## config.mk

```make
export PLATFORM = sky130hd
export DESIGN_NAME = ipc_config_space
export DESIGN_NICKNAME = d
export VERILOG_FILES = /design/src/rtl/ipc_pkg.sv /design/src/rtl/ipc_rst_sync.sv /design/src/rtl/ipc_loader.sv /design/src/rtl/ipc_config_space.sv
export VERILOG_INCLUDE_DIRS = /design/src /design/src/rtl
export SDC_FILE = /design/constraint.sdc
export NUM_CORES = 1
export LEC_CHECK = 0
export ABC_AREA = 1
export BUFFER_PORTS_ARGS = -buffer_cell sky130_fd_sc_hd__buf_4
export CORE_MARGIN = 2
export CORE_UTILIZATION = 62
export DETAILED_ROUTE_END_ITERATION = 8
export PLACE_DENSITY = 0.86
export SETUP_SLACK_MARGIN = 0.3
export SYNTH_ARGS = -nofsm -noshare
export SYNTH_HDL_FRONTEND = slang
export SYNTH_SLANG_ARGS = --single-unit
export TNS_END_PERCENT = 100
```

## constraint.sdc

```tcl
create_clock -name sys_clk -period 20 [get_ports sys_clk]
set_input_delay 4 -clock sys_clk [delete_from_list [all_inputs] [get_ports sys_clk]]
set_output_delay 4 -clock sys_clk [all_outputs]
set_load 0.02 [all_outputs]
```

## src/rtl/ipc_regs.svh

```systemverilog
/*
 Register offsets, field codes and reset values of the isolated
 port configuration space. Assumes byte addresses as printed.
*/
`ifndef IPC_REGS_SVH
`define IPC_REGS_SVH
`define IPC_OFF_BAR3     8'h1C
`define IPC_OFF_BAR4     8'h20
`define IPC_OFF_BAR5     8'h24
`define IPC_OFF_SUBSYS   8'h2C
`define IPC_OFF_CAPPTR   8'h34
`define IPC_OFF_INTR     8'h3C
`define IPC_OFF_PMCAP    8'h40
`define IPC_OFF_PMCSR    8'h44
`define IPC_OFF_MSICAP   8'h48
`define IPC_OFF_MSIADDR  8'h4C
`define IPC_OFF_MSIUADDR 8'h50
`define IPC_OFF_MSIDATA  8'h54
`define IPC_OFF_EXPCAP   8'h68
`define IPC_OFF_DEVCAP   8'h6C
`define IPC_OFF_DEVCTL   8'h70
`define IPC_TYPE_64      2'h2
`define IPC_D0           2'h0
`define IPC_D3HOT        2'h3
`define IPC_PM_ID        8'h01
`define IPC_PM_REV       3'h3
`define IPC_MSI_ID       8'h05
`define IPC_EXP_ID       8'h10
`define IPC_EXP_VER      4'h2
`define IPC_EXP_TYPE     4'h0
`define IPC_L0S_LAT      3'h7
`define IPC_L1_LAT       3'h7
`define IPC_MSI_64       1'h1
`define IPC_DEF_SUBSYSTEM_VENDOR_CODE    16'h1234
`define IPC_DEF_SUBSYSTEM_DEVICE_CODE     16'h5678
`define IPC_DEF_CAPPTR   8'h40
`define IPC_DEF_INTPIN   8'h01
`define IPC_DEF_PMNEXT   8'h48
`define IPC_DEF_PMSUP    5'h19
`define IPC_DEF_NSR      1'h1
`define IPC_DEF_MSINEXT  8'h68
`define IPC_DEF_EXPNEXT  8'hA4
`define IPC_DEF_MPSSUP   3'h1
`define IPC_DEF_RBER     1'h1
`endif

```

## src/rtl/ipc_pkg.sv

```systemverilog
/*
 Types shared by the isolated port configuration space.
 Assumes the offsets and values of ipc_regs.svh.
*/
package ipc_pkg;
   typedef logic [31:0] ipc_word_t;
   typedef enum logic [1:0] {
      IPC_PS_D0  = 2'h0,
      IPC_PS_D1  = 2'h1,
      IPC_PS_D2  = 2'h2,
      IPC_PS_D3H = 2'h3
   } ipc_pstate_t;
endpackage

```

## src/rtl/ipc_rst_sync.sv

```systemverilog
/*
 Reset release synchroniser: asynchronous assert, two-flop release.
 Assumes rst_n may change at any time relative to sys_clk.
*/
`timescale 1ns/1ps
module ipc_rst_sync import ipc_pkg::*; (
   input  wire logic sys_clk,
   input  wire logic rst_n,
   output logic      rst_sync_n
);
   logic stage;

   always_ff @(posedge sys_clk or negedge rst_n) begin
      if (!rst_n) begin
         stage      <= 1'b0;
         rst_sync_n <= 1'b0;
      end else begin
         stage      <= 1'b1;
         rst_sync_n <= stage;
      end
   end
endmodule // ipc_rst_sync

```

## src/rtl/ipc_loader.sv

```systemverilog
/*
 Shadow of the loadable identification and capability defaults.
 Assumes the serial loader presents one word per ld_valid, same clock.
*/
`timescale 1ns/1ps
`include "ipc_regs.svh"
module ipc_loader import ipc_pkg::*; (
   input  wire logic       sys_clk,
   input  wire logic       rst_n,
   input  wire logic       ld_valid,
   input  wire logic [7:0] ld_addr,
   input  wire ipc_word_t  ld_data,
   output logic [15:0]     subsystem_vendor_code,
   output logic [15:0]     subsystem_device_code,
   output logic [7:0]      cap_ptr,
   output logic [7:0]      int_pin,
   output logic [7:0]      pm_next,
   output logic [10:0]     pm_caps,
   output logic            no_soft_rst,
   output logic [7:0]      power_mgmt_control_status,
   output logic [7:0]      msi_next,
   output logic [7:0]      exp_next,
   output logic [2:0]      mps_sup,
   output logic            rber,
   output logic [1:0]      bar4_type
);
   // Loadable defaults, D1/D2 support stays zero from reset
   always_ff @(posedge sys_clk or negedge rst_n) begin
      if (!rst_n) begin
         subsystem_vendor_code       <= `IPC_DEF_SUBSYSTEM_VENDOR_CODE;
         subsystem_device_code        <= `IPC_DEF_SUBSYSTEM_DEVICE_CODE;
         cap_ptr     <= `IPC_DEF_CAPPTR;
         int_pin     <= `IPC_DEF_INTPIN;
         pm_next     <= `IPC_DEF_PMNEXT;
         pm_caps     <= {`IPC_DEF_PMSUP, 6'h00};
         no_soft_rst <= `IPC_DEF_NSR;
         power_mgmt_control_status     <= 8'h00;
         msi_next    <= `IPC_DEF_MSINEXT;
         exp_next    <= `IPC_DEF_EXPNEXT;
         mps_sup     <= `IPC_DEF_MPSSUP;
         rber        <= `IPC_DEF_RBER;
         bar4_type   <= 2'h0;
      end else if (ld_valid) begin
         case (ld_addr)
            `IPC_OFF_BAR4: bar4_type <= ld_data[2:1];
            `IPC_OFF_SUBSYS: begin
               subsystem_vendor_code <= ld_data[15:0];
               subsystem_device_code  <= ld_data[31:16];
            end
            `IPC_OFF_CAPPTR: cap_ptr <= ld_data[7:0];
            `IPC_OFF_INTR: int_pin <= {7'h00, ld_data[8]};
            `IPC_OFF_PMCAP: begin
               pm_next <= ld_data[15:8];
               pm_caps <= ld_data[31:21];
            end
            `IPC_OFF_PMCSR: begin
               no_soft_rst <= ld_data[3];
               power_mgmt_control_status     <= ld_data[31:24];
            end
            `IPC_OFF_MSICAP: msi_next <= ld_data[15:8];
            `IPC_OFF_EXPCAP: exp_next <= ld_data[15:8];
            `IPC_OFF_DEVCAP: begin
               mps_sup <= ld_data[2:0];
               rber    <= ld_data[15];
            end
            default: ;
         endcase
      end
   end
endmodule // ipc_loader

```

## src/rtl/ipc_config_space.sv

```systemverilog
/*
 Isolated port type 0 configuration space, offsets 1Ch to 70h, as an
 APB slave. Assumes all side inputs come from logic on sys_clk.
*/
`timescale 1ns/1ps
`include "ipc_regs.svh"
module ipc_config_space import ipc_pkg::*; (
   input  wire logic       sys_clk,
   input  wire logic       rst_n,
   input  wire logic       psel,
   input  wire logic       penable,
   input  wire logic       pwrite,
   input  wire logic [7:0] paddr,
   input  wire ipc_word_t  pwdata,
   input  wire logic [3:0] pstrb,
   output ipc_word_t       prdata,
   output logic            pready,
   output logic            pslverr,
   input  wire logic [1:0] bar2_type,
   input  wire logic       data_sel_wr_en,
   input  wire logic       pme_req,
   input  wire logic       spl_valid,
   input  wire logic [7:0] spl_value,
   input  wire logic [1:0] spl_scale,
   input  wire logic       ld_valid,
   input  wire logic [7:0] ld_addr,
   input  wire ipc_word_t  ld_data,
   output logic            downstream_reset_out_n,
   output logic            hot_reset_pulse,
   output logic            internal_reset_pulse,
   output logic            pme_msg,
   output logic            msi_en,
   output logic            intx_allowed,
   output logic [2:0]      msi_mme,
   output logic [63:0]     msi_addr,
   output logic [15:0]     msi_data,
   output logic [3:0]      err_report_en,
   output logic [2:0]      max_payload,
   output logic [1:0]      power_state
);
   logic        rst_s_n;
   logic [15:0] subsystem_vendor_code;
   logic [15:0] subsystem_device_code;
   logic [7:0]  cap_ptr;
   logic [7:0]  int_pin;
   logic [7:0]  pm_next;
   logic [10:0] pm_caps;
   logic        no_soft_rst;
   logic [7:0]  power_mgmt_control_status;
   logic [7:0]  msi_next;
   logic [7:0]  exp_next;
   logic [2:0]  mps_sup;
   logic        rber;
   logic [1:0]  bar4_type;
   ipc_word_t   bar3;
   logic [11:0] bar4_base;
   ipc_word_t   bar5;
   logic [7:0]  int_line;
   logic        pme_en;
   logic [3:0]  data_sel;
   logic [29:0] msi_alo;
   ipc_word_t   msi_ahi;
   logic [7:0]  spl_val_q;
   logic [1:0]  spl_scale_q;
   ipc_word_t   rd_word;
   logic        hit;
   logic        wr;
   ipc_word_t   wm;
   logic        soft_rst;
   logic        bar23_64;
   logic        bar45_64;
   logic [2:0]  next_mps;

   ipc_rst_sync u_rst (
      .sys_clk    (sys_clk),
      .rst_n      (rst_n),
      .rst_sync_n (rst_s_n)
   );

   ipc_loader u_ld (
      .sys_clk     (sys_clk),
      .rst_n       (rst_s_n),
      .ld_valid    (ld_valid),
      .ld_addr     (ld_addr),
      .ld_data     (ld_data),
      .subsystem_vendor_code       (subsystem_vendor_code),
      .subsystem_device_code        (subsystem_device_code),
      .cap_ptr     (cap_ptr),
      .int_pin     (int_pin),
      .pm_next     (pm_next),
      .pm_caps     (pm_caps),
      .no_soft_rst (no_soft_rst),
      .power_mgmt_control_status     (power_mgmt_control_status),
      .msi_next    (msi_next),
      .exp_next    (exp_next),
      .mps_sup     (mps_sup),
      .rber        (rber),
      .bar4_type   (bar4_type)
   );

   // Byte-lane merge of a write onto the current contents
   function automatic ipc_word_t ipc_merge(input ipc_word_t o,
                                           input ipc_word_t w,
                                           input logic [3:0] s);
      ipc_word_t r;
      r = o;
      for (int i = 0; i < 4; i++) begin
         if (s[i]) begin
            r[i*8 +: 8] = w[i*8 +: 8];
         end
      end
      return r;
   endfunction

   // Zero-wait slave: read data is captured in the setup cycle
   assign pready   = 1'b1;
   assign wr       = psel && penable && pwrite && hit;
   assign bar23_64 = (bar2_type == `IPC_TYPE_64);
   assign bar45_64 = (bar4_type == `IPC_TYPE_64);
   assign soft_rst = internal_reset_pulse;
   assign pslverr  = psel && penable && !hit;
   assign intx_allowed = !msi_en;
   assign msi_addr = {msi_ahi, msi_alo, 2'h0};

   always_comb begin
      wm       = '0;
      next_mps = '0;
      case (paddr)
         `IPC_OFF_BAR3:     wm = bar3;
         `IPC_OFF_BAR4:     wm = {bar4_base, 20'h0};
         `IPC_OFF_BAR5:     wm = bar5;
         `IPC_OFF_INTR:     wm = {24'h0, int_line};
         `IPC_OFF_PMCSR:    wm = {19'h0, data_sel, pme_en, 6'h0, power_state};
         `IPC_OFF_MSICAP:   wm = {8'h0, 1'b0, msi_mme, 3'h0, msi_en, 16'h0};
         `IPC_OFF_MSIADDR:  wm = {msi_alo, 2'h0};
         `IPC_OFF_MSIUADDR: wm = msi_ahi;
         `IPC_OFF_MSIDATA:  wm = {16'h0, msi_data};
         `IPC_OFF_DEVCTL:   wm = {24'h0, max_payload, 1'b0, err_report_en};
         default:           wm = '0;
      endcase
      wm = ipc_merge(wm, pwdata, pstrb);
      next_mps = (wm[7:5] > mps_sup) ? mps_sup : wm[7:5];
   end

   // Read mux; unused and reserved bits read zero
   always_comb begin
      hit     = 1'b1;
      rd_word = '0;
      case (paddr)
         `IPC_OFF_BAR3:    rd_word = bar3;
         `IPC_OFF_BAR4:    rd_word = {bar4_base, 16'h0, 1'b0,
                                      bar4_type, 1'b0};
         `IPC_OFF_BAR5:    rd_word = bar5;
         `IPC_OFF_SUBSYS:  rd_word = {subsystem_device_code, subsystem_vendor_code};
         `IPC_OFF_CAPPTR:  rd_word = {24'h0, cap_ptr};
         `IPC_OFF_INTR:    rd_word = {16'h0, int_pin, int_line};
         `IPC_OFF_PMCAP:   rd_word = {pm_caps[10:6], 2'h0, pm_caps[3:0],
                                      2'h0, `IPC_PM_REV,
                                      pm_next, `IPC_PM_ID};
         `IPC_OFF_PMCSR:   rd_word = {power_mgmt_control_status, 2'h0, 6'h0, 1'b0, 2'h0,
                                      data_sel, pme_en, 4'h0,
                                      no_soft_rst, 1'b0,
                                      power_state};
         `IPC_OFF_MSICAP:  rd_word = {8'h0, `IPC_MSI_64, msi_mme, 3'h0,
                                      msi_en, msi_next, `IPC_MSI_ID};
         `IPC_OFF_MSIADDR: rd_word = {msi_alo, 2'h0};
         `IPC_OFF_MSIUADDR: rd_word = msi_ahi;
         `IPC_OFF_MSIDATA: rd_word = {16'h0, msi_data};
         `IPC_OFF_EXPCAP:  rd_word = {8'h0, `IPC_EXP_TYPE, `IPC_EXP_VER,
                                      exp_next, `IPC_EXP_ID};
         `IPC_OFF_DEVCAP:  rd_word = {4'h0, spl_scale_q, spl_val_q, 2'h0,
                                      rber, 3'h0, `IPC_L1_LAT,
                                      `IPC_L0S_LAT, 3'h0,
                                      mps_sup};
         `IPC_OFF_DEVCTL:  rd_word = {24'h0, max_payload, 1'b0,
                                      err_report_en};
         default:          hit = 1'b0;
      endcase
   end

   always_ff @(posedge sys_clk or negedge rst_s_n) begin
      if (!rst_s_n) begin
         prdata <= '0;
      end else if (psel && !penable && !pwrite) begin
         prdata <= rd_word;
      end
   end

   // Upper halves only take writes in 64-bit mode
   always_ff @(posedge sys_clk or negedge rst_s_n) begin
      if (!rst_s_n) begin
         bar3      <= '0;
         bar4_base <= '0;
         bar5      <= '0;
      end else if (soft_rst) begin
         bar3      <= '0;
         bar4_base <= '0;
         bar5      <= '0;
      end else begin
         if (!bar23_64) begin
            bar3 <= '0;
         end else if (wr && paddr == `IPC_OFF_BAR3) begin
            bar3 <= wm;
         end
         if (wr && paddr == `IPC_OFF_BAR4) begin
            bar4_base <= wm[31:20];
         end
         if (!bar45_64) begin
            bar5 <= '0;
         end else if (wr && paddr == `IPC_OFF_BAR5) begin
            bar5 <= wm;
         end
      end
   end

   always_ff @(posedge sys_clk or negedge rst_s_n) begin
      if (!rst_s_n) begin
         int_line <= '0;
      end else if (soft_rst) begin
         int_line <= '0;
      end else if (wr && paddr == `IPC_OFF_INTR) begin
         int_line <= wm[7:0];
      end
   end

   // Power state; a D3hot to D0 write is the hot reset event
   always_ff @(posedge sys_clk or negedge rst_s_n) begin
      if (!rst_s_n) begin
         power_state          <= `IPC_D0;
         pme_en               <= 1'b0;
         data_sel             <= '0;
         hot_reset_pulse      <= 1'b0;
         internal_reset_pulse <= 1'b0;
      end else begin
         hot_reset_pulse      <= 1'b0;
         internal_reset_pulse <= 1'b0;
         if (wr && paddr == `IPC_OFF_PMCSR) begin
            power_state <= wm[1:0];
            if (pstrb[1]) begin
               pme_en <= wm[8];
            end
            if (data_sel_wr_en) begin
               data_sel <= wm[12:9];
            end
            if (power_state == `IPC_D3HOT && wm[1:0] == `IPC_D0) begin
               hot_reset_pulse      <= 1'b1;
               internal_reset_pulse <= !no_soft_rst;
            end
         end
      end
   end

   // The downstream reset stays released through a hot reset
   always_ff @(posedge sys_clk or negedge rst_s_n) begin
      if (!rst_s_n) begin
         downstream_reset_out_n <= 1'b1;
         pme_msg                <= 1'b0;
      end else begin
         downstream_reset_out_n <= 1'b1;
         pme_msg                <= pme_req && pme_en;
      end
   end

   always_ff @(posedge sys_clk or negedge rst_s_n) begin
      if (!rst_s_n) begin
         msi_en   <= 1'b0;
         msi_mme  <= '0;
         msi_alo  <= '0;
         msi_ahi  <= '0;
         msi_data <= '0;
      end else if (soft_rst) begin
         msi_en   <= 1'b0;
         msi_mme  <= '0;
         msi_alo  <= '0;
         msi_ahi  <= '0;
         msi_data <= '0;
      end else if (wr) begin
         case (paddr)
            `IPC_OFF_MSICAP: begin
               msi_en  <= wm[16];
               msi_mme <= wm[22:20];
            end
            `IPC_OFF_MSIADDR:  msi_alo  <= wm[31:2];
            `IPC_OFF_MSIUADDR: msi_ahi  <= wm;
            `IPC_OFF_MSIDATA:  msi_data <= wm[15:0];
            default: ;
         endcase
      end
   end

   always_ff @(posedge sys_clk or negedge rst_s_n) begin
      if (!rst_s_n) begin
         err_report_en <= '0;
         max_payload   <= '0;
      end else if (soft_rst) begin
         err_report_en <= '0;
         max_payload   <= '0;
      end else if (wr && paddr == `IPC_OFF_DEVCTL) begin
         err_report_en <= wm[3:0];
         max_payload   <= next_mps;
      end
   end

   // Slot power limit is only ever set by the message
   always_ff @(posedge sys_clk or negedge rst_s_n) begin
      if (!rst_s_n) begin
         spl_val_q   <= '0;
         spl_scale_q <= '0;
      end else if (spl_valid) begin
         spl_val_q   <= spl_value;
         spl_scale_q <= spl_scale;
      end
   end

   property p_bar3_fixed;
      @(posedge sys_clk) disable iff (!rst_s_n)
      !bar23_64 |=> bar3 == '0;
   endproperty
   a_bar3_fixed: assert property (p_bar3_fixed) else $error("bar3 writable in 32-bit");

   property p_bar4_rsvd;
      @(posedge sys_clk) disable iff (!rst_s_n)
      psel && penable && !pwrite && paddr == `IPC_OFF_BAR4 |-> prdata[19:3] == '0;
   endproperty
   a_bar4_rsvd: assert property (p_bar4_rsvd) else $error("bar4 low bits nonzero");

   property p_capptr;
      @(posedge sys_clk) disable iff (!rst_s_n)
      psel && penable && !pwrite && paddr == `IPC_OFF_CAPPTR && !$past(ld_valid, 2)
      |-> prdata == {24'h0, cap_ptr};
   endproperty
   a_capptr: assert property (p_capptr) else $error("capability pointer wrong");

   property p_hot_reset;
      @(posedge sys_clk) disable iff (!rst_s_n)
      wr && paddr == `IPC_OFF_PMCSR && power_state == `IPC_D3HOT && wm[1:0] == `IPC_D0
      |=> hot_reset_pulse && downstream_reset_out_n ##1 !hot_reset_pulse;
   endproperty
   a_hot_reset: assert property (p_hot_reset) else $error("hot reset missing");

   property p_soft;
      @(posedge sys_clk) disable iff (!rst_s_n)
      internal_reset_pulse |-> hot_reset_pulse && !$past(no_soft_rst);
   endproperty
   a_soft: assert property (p_soft) else $error("internal reset unexpected");

   property p_pme;
      @(posedge sys_clk) disable iff (!rst_s_n)
      pme_req && !pme_en |=> !pme_msg;
   endproperty
   a_pme: assert property (p_pme) else $error("pme sent while disabled");

   property p_dsel;
      @(posedge sys_clk) disable iff (!rst_s_n)
      !data_sel_wr_en && !soft_rst |=> $stable(data_sel);
   endproperty
   a_dsel: assert property (p_dsel) else $error("data select changed while locked");

   property p_intx;
      @(posedge sys_clk) disable iff (!rst_s_n)
      msi_en |-> !intx_allowed;
   endproperty
   a_intx: assert property (p_intx) else $error("intx with msi enabled");

   property p_spl;
      @(posedge sys_clk) disable iff (!rst_s_n)
      spl_valid |=> spl_val_q == $past(spl_value) && spl_scale_q == $past(spl_scale);
   endproperty
   a_spl: assert property (p_spl) else $error("slot power not captured");

   property p_mps;
      @(posedge sys_clk) disable iff (!rst_s_n)
      wr && paddr == `IPC_OFF_DEVCTL && wm[7:5] > mps_sup |=> max_payload == $past(mps_sup);
   endproperty
   a_mps: assert property (p_mps) else $error("payload size not clamped");

   c_hot: cover property (@(posedge sys_clk) disable iff (!rst_s_n) hot_reset_pulse);
   c_msi: cover property (@(posedge sys_clk) disable iff (!rst_s_n) $rose(msi_en));
   c_err: cover property (@(posedge sys_clk) disable iff (!rst_s_n) pslverr);
endmodule // ipc_config_space

```

==> results.sh <==
export IMPL_worst_slew_pin_slew_ns=1.269
export IMPL_clock_skew_ns=0.01780
export IMPL_powerDensity_mw_per_mm2=76.80
export IMPL_worst_path_buf_inv=2
export IMPL_place_hpwl_um=33110
export IMPL_grt_pass1_vias=13980
export IMPL_cp_start_kind="input pin"
export IMPL_clkPwrFrac=0.462
export IMPL_dpl_cell_count=2436
export IMPL_vias_per_cell=5.941
export IMPL_syn_area_mm2=0.01547
export IMPL_slew_viol_final=0
export IMPL_async_flop_share=1.000
export IMPL_synth_top_area_frac=0.4643
export IMPL_synth_cell_types=44
export IMPL_htree_levels=2
export IMPL_gr_total_overflow=0
export IMPL_top_layer_used="met4"
export IMPL_p_total_mw=1.413
export IMPL_synth_common_cells="nand2_1, dfrtp_1, nand3_1"
export IMPL_ir_drop_uv=81.48
export IMPL_p_int_mw=1.080
export IMPL_cp_arrival_ns=5.98
export IMPL_share_seq_of_total_power=0.473
export IMPL_max_slew_margin=0.1518
export IMPL_port_buffers=232
export IMPL_vias=14830
export IMPL_finalHoldViolCount=0
export IMPL_setup_tns_ns=0
export IMPL_synthTopCellsByArea="dfrtp_1, nand2_1, nand3_1"
export IMPL_syn_inst=1961
export IMPL_path_cells="buf_4, nor2_1, nand2_1, nor2_1, nor2_1, nand2_1, nor2_1, nand2_4, nor3_1, buf_4"
export IMPL_yosysSeqAreaShare=0.5135
export IMPL_leakagePower_nw=9.643
export IMPL_setup_viol=0
export IMPL_power_switching_mw=0.3335
export IMPL_synth_edf_count=0
export IMPL_clk_latency_ns=0.52
export IMPL_wl_um=48480
export IMPL_max_freq_mhz=100.2
export IMPL_path_max_fanout=15
export IMPL_antenna_left=0
export IMPL_initial_core_util=0.6342
export IMPL_area_growth_pct=18.97
export IMPL_clkTransAtPathRegs_ns=0.06
export IMPL_cts_buffers=35
export IMPL_grtUsageTotal=0.3674
export IMPL_crit_top_cell="nor2_1"
export IMPL_nets=2257
export IMPL_cts_tree="done"
export IMPL_ys_flop_type="dfrtp_1"
export IMPL_min_period_ns=9.984
export IMPL_ios=237
export IMPL_synth_largest_area_cell="dfrtp_1"
export IMPL_fillCellCount=1784
export IMPL_setup_ws_ns=10.02
export IMPL_critPathKind="in2out"
export IMPL_met2WireLength_um=21860
export IMPL_die_w_um=162.0
export IMPL_firstDrtPassIters=6
export IMPL_syn_area_per_cell_um2=7.889
export IMPL_cts_max_path_buffers=3
export IMPL_critical_path_top_delay_family="simple AND/OR/NAND/NOR gates"
export IMPL_post_cts_setup_buffer_count=0
export IMPL_post_place_ws_ns=10.07
export IMPL_drt_initial_drc_count=1765
export IMPL_ys_ff_latch=316
export IMPL_crit_slowest_cell="nor2_1"
export IMPL_n_antenna_cell=0
export IMPL_yosysWarnings=0
export IMPL_cts_resized=0
export IMPL_combPwrFrac=0.065
export IMPL_wl_met3_um=5609
export IMPL_drc=0
export IMPL_grt_max_degree=92
export IMPL_hp_class="reg2async"
export IMPL_finalNonFillerCells=2497
export IMPL_die_h_um=162.0
export IMPL_netSwitchingFraction=0.2360
export IMPL_required_ns=16.00
export IMPL_met1Wirelength_um=19330
export IMPL_critPathCaptureType="output pin"
export IMPL_routedWlPerCell_um=19.42
export IMPL_utilization=0.7545
export IMPL_die_area_mm2=0.02623
export IMPL_yosysMostFrequentCell="nand2_1"
export IMPL_antenna_found_initial=2
export IMPL_max_stage_delay_ns=0.71
export IMPL_timing_max_cap_violations=0
export IMPL_finalCritPeriodShare=0.4992
export IMPL_drive_gt1_frac=0.1947
export IMPL_coreArea_mm2=0.02439
export IMPL_rsz0062_at_grt="no"
export IMPL_num_rows=57
export IMPL_place_gp_congestion=0.9208
export IMPL_grt_pass1_wl_um=75560
export IMPL_outcome="finished, final reports clean"
export IMPL_cts_hold_buf=0
export IMPL_cts_sinks=316
export IMPL_root_buffer="clkbuf_16"
-- worst register-to-register path, stage by stage (launching register included) --
cell	delay (ns)
dfrtp_1	0.39
buf_4	0.29
clkinv_2	0.42
buf_4	0.82
nand2_1	0.46
nand2_1	0.18
nand2_1	0.07
-- power by group through the flow --
stage               combinational, mW  sequential, mW  clock [mW]
detailed placement             0.0907           0.679           0
global route                    0.101           0.670       0.678
global placement               0.0881           0.679           0
CTS                            0.0917           0.668       0.651
floorplan                      0.0409           0.688           0
finish                         0.0923           0.669       0.653
-- cell families after synthesis --
logic type	after synthesis	synth area share
AO/OA/AOI/OAI	264	0.09827
flip-flops	316	0.5135
adder cells (fa/ha/maj)	3	0.002427
other	2	0.0004855
AND/OR/NAND/NOR	1151	0.3191
buffers and inverters	222	0.06406
multiplexers	3	0.002184
-- per-stage QoR --
step	hold WS (ns)	cell area [um^2]
final	0.2602	18400
after global routing	0.3042	18400
after CTS	0.2779	18400
after detailed placement	0.2722	17240
after global placement	0.2687	17240
after floorplan	0.3312	15480
-- flip-flops by register name, indices dropped and copies added, names as in the netlist, 3 cells and up --
register                        cells
bar3                               32
bar5                               32
msi_ahi                            32
prdata                             32
msi_alo                            30
msi_data                           16
u_ld.subsystem_device_code         16
u_ld.subsystem_vendor_code         16
bar4_base                          12
u_ld.pm_caps                        9
int_line                            8
spl_val_q                           8
u_ld.cap_ptr                        8
u_ld.exp_next                       8
u_ld.msi_next                       8
u_ld.pm_next                        8
u_ld.power_mgmt_control_status      8
data_sel                            4
err_report_en                       4
max_payload                         3
msi_mme                             3
u_ld.mps_sup                        3
-- per-layer routing --
layer	track usage	vias to the layer above
li1	-	6700
met1	0.5145	7069
met2	0.5646	922
met3	0.08555	143
met4	0.1368	0
met5	0	-
-- layout by cell type (no fill, tap or decap), types with 29 or more instances in the layout --
| cell | count |
|---|---|
| nand2_1 | 726 |
| dfrtp_1 | 286 |
| o21ai_2 | 33 |
| inv_1 | 111 |
| o21ai_1 | 40 |
| dfstp_2 | 29 |
| nor2_1 | 119 |
| o21ai_0 | 154 |
| buf_4 | 248 |
| clkbuf_16 | 37 |
| nand3_1 | 228 |
-- area by class of cell --
class                   count  area [um^2]  area share
clock buffers              51         1049     0.05697
clock inverters            10        117.6    0.006391
inverters                 122        459.2     0.02495
multi-input cells        1426         6564      0.3567
flip-flops and latches    316         7948      0.4318
well taps                 324        405.4     0.02203
repair buffers            248         1862      0.1012
-- worst paths after layout --
path                       cells past startpoint                      startpoint                          to  slack, ns
setup / recovery                              10                        paddr[7]                     pslverr      10.02
hold / removal                                 0      u_rst.rst_sync_n$_DFF_PN0_  spl_scale_q[1]$_DFFE_PN0P_       0.26
setup reg to reg                               6  internal_reset_pulse$_DFF_PN0_      msi_alo[5]$_DFFE_PN0P_      17.25
hold reg to reg                                0      u_rst.rst_sync_n$_DFF_PN0_  spl_scale_q[1]$_DFFE_PN0P_       0.26
max in group asynchronous                      1                           rst_n  u_rst.rst_sync_n$_DFF_PN0_      16.64
min in group sys_clk                           0           u_rst.stage$_DFF_PN0_  u_rst.rst_sync_n$_DFF_PN0_       0.36
No activity file was read; power rests on OpenSTA's default activity.
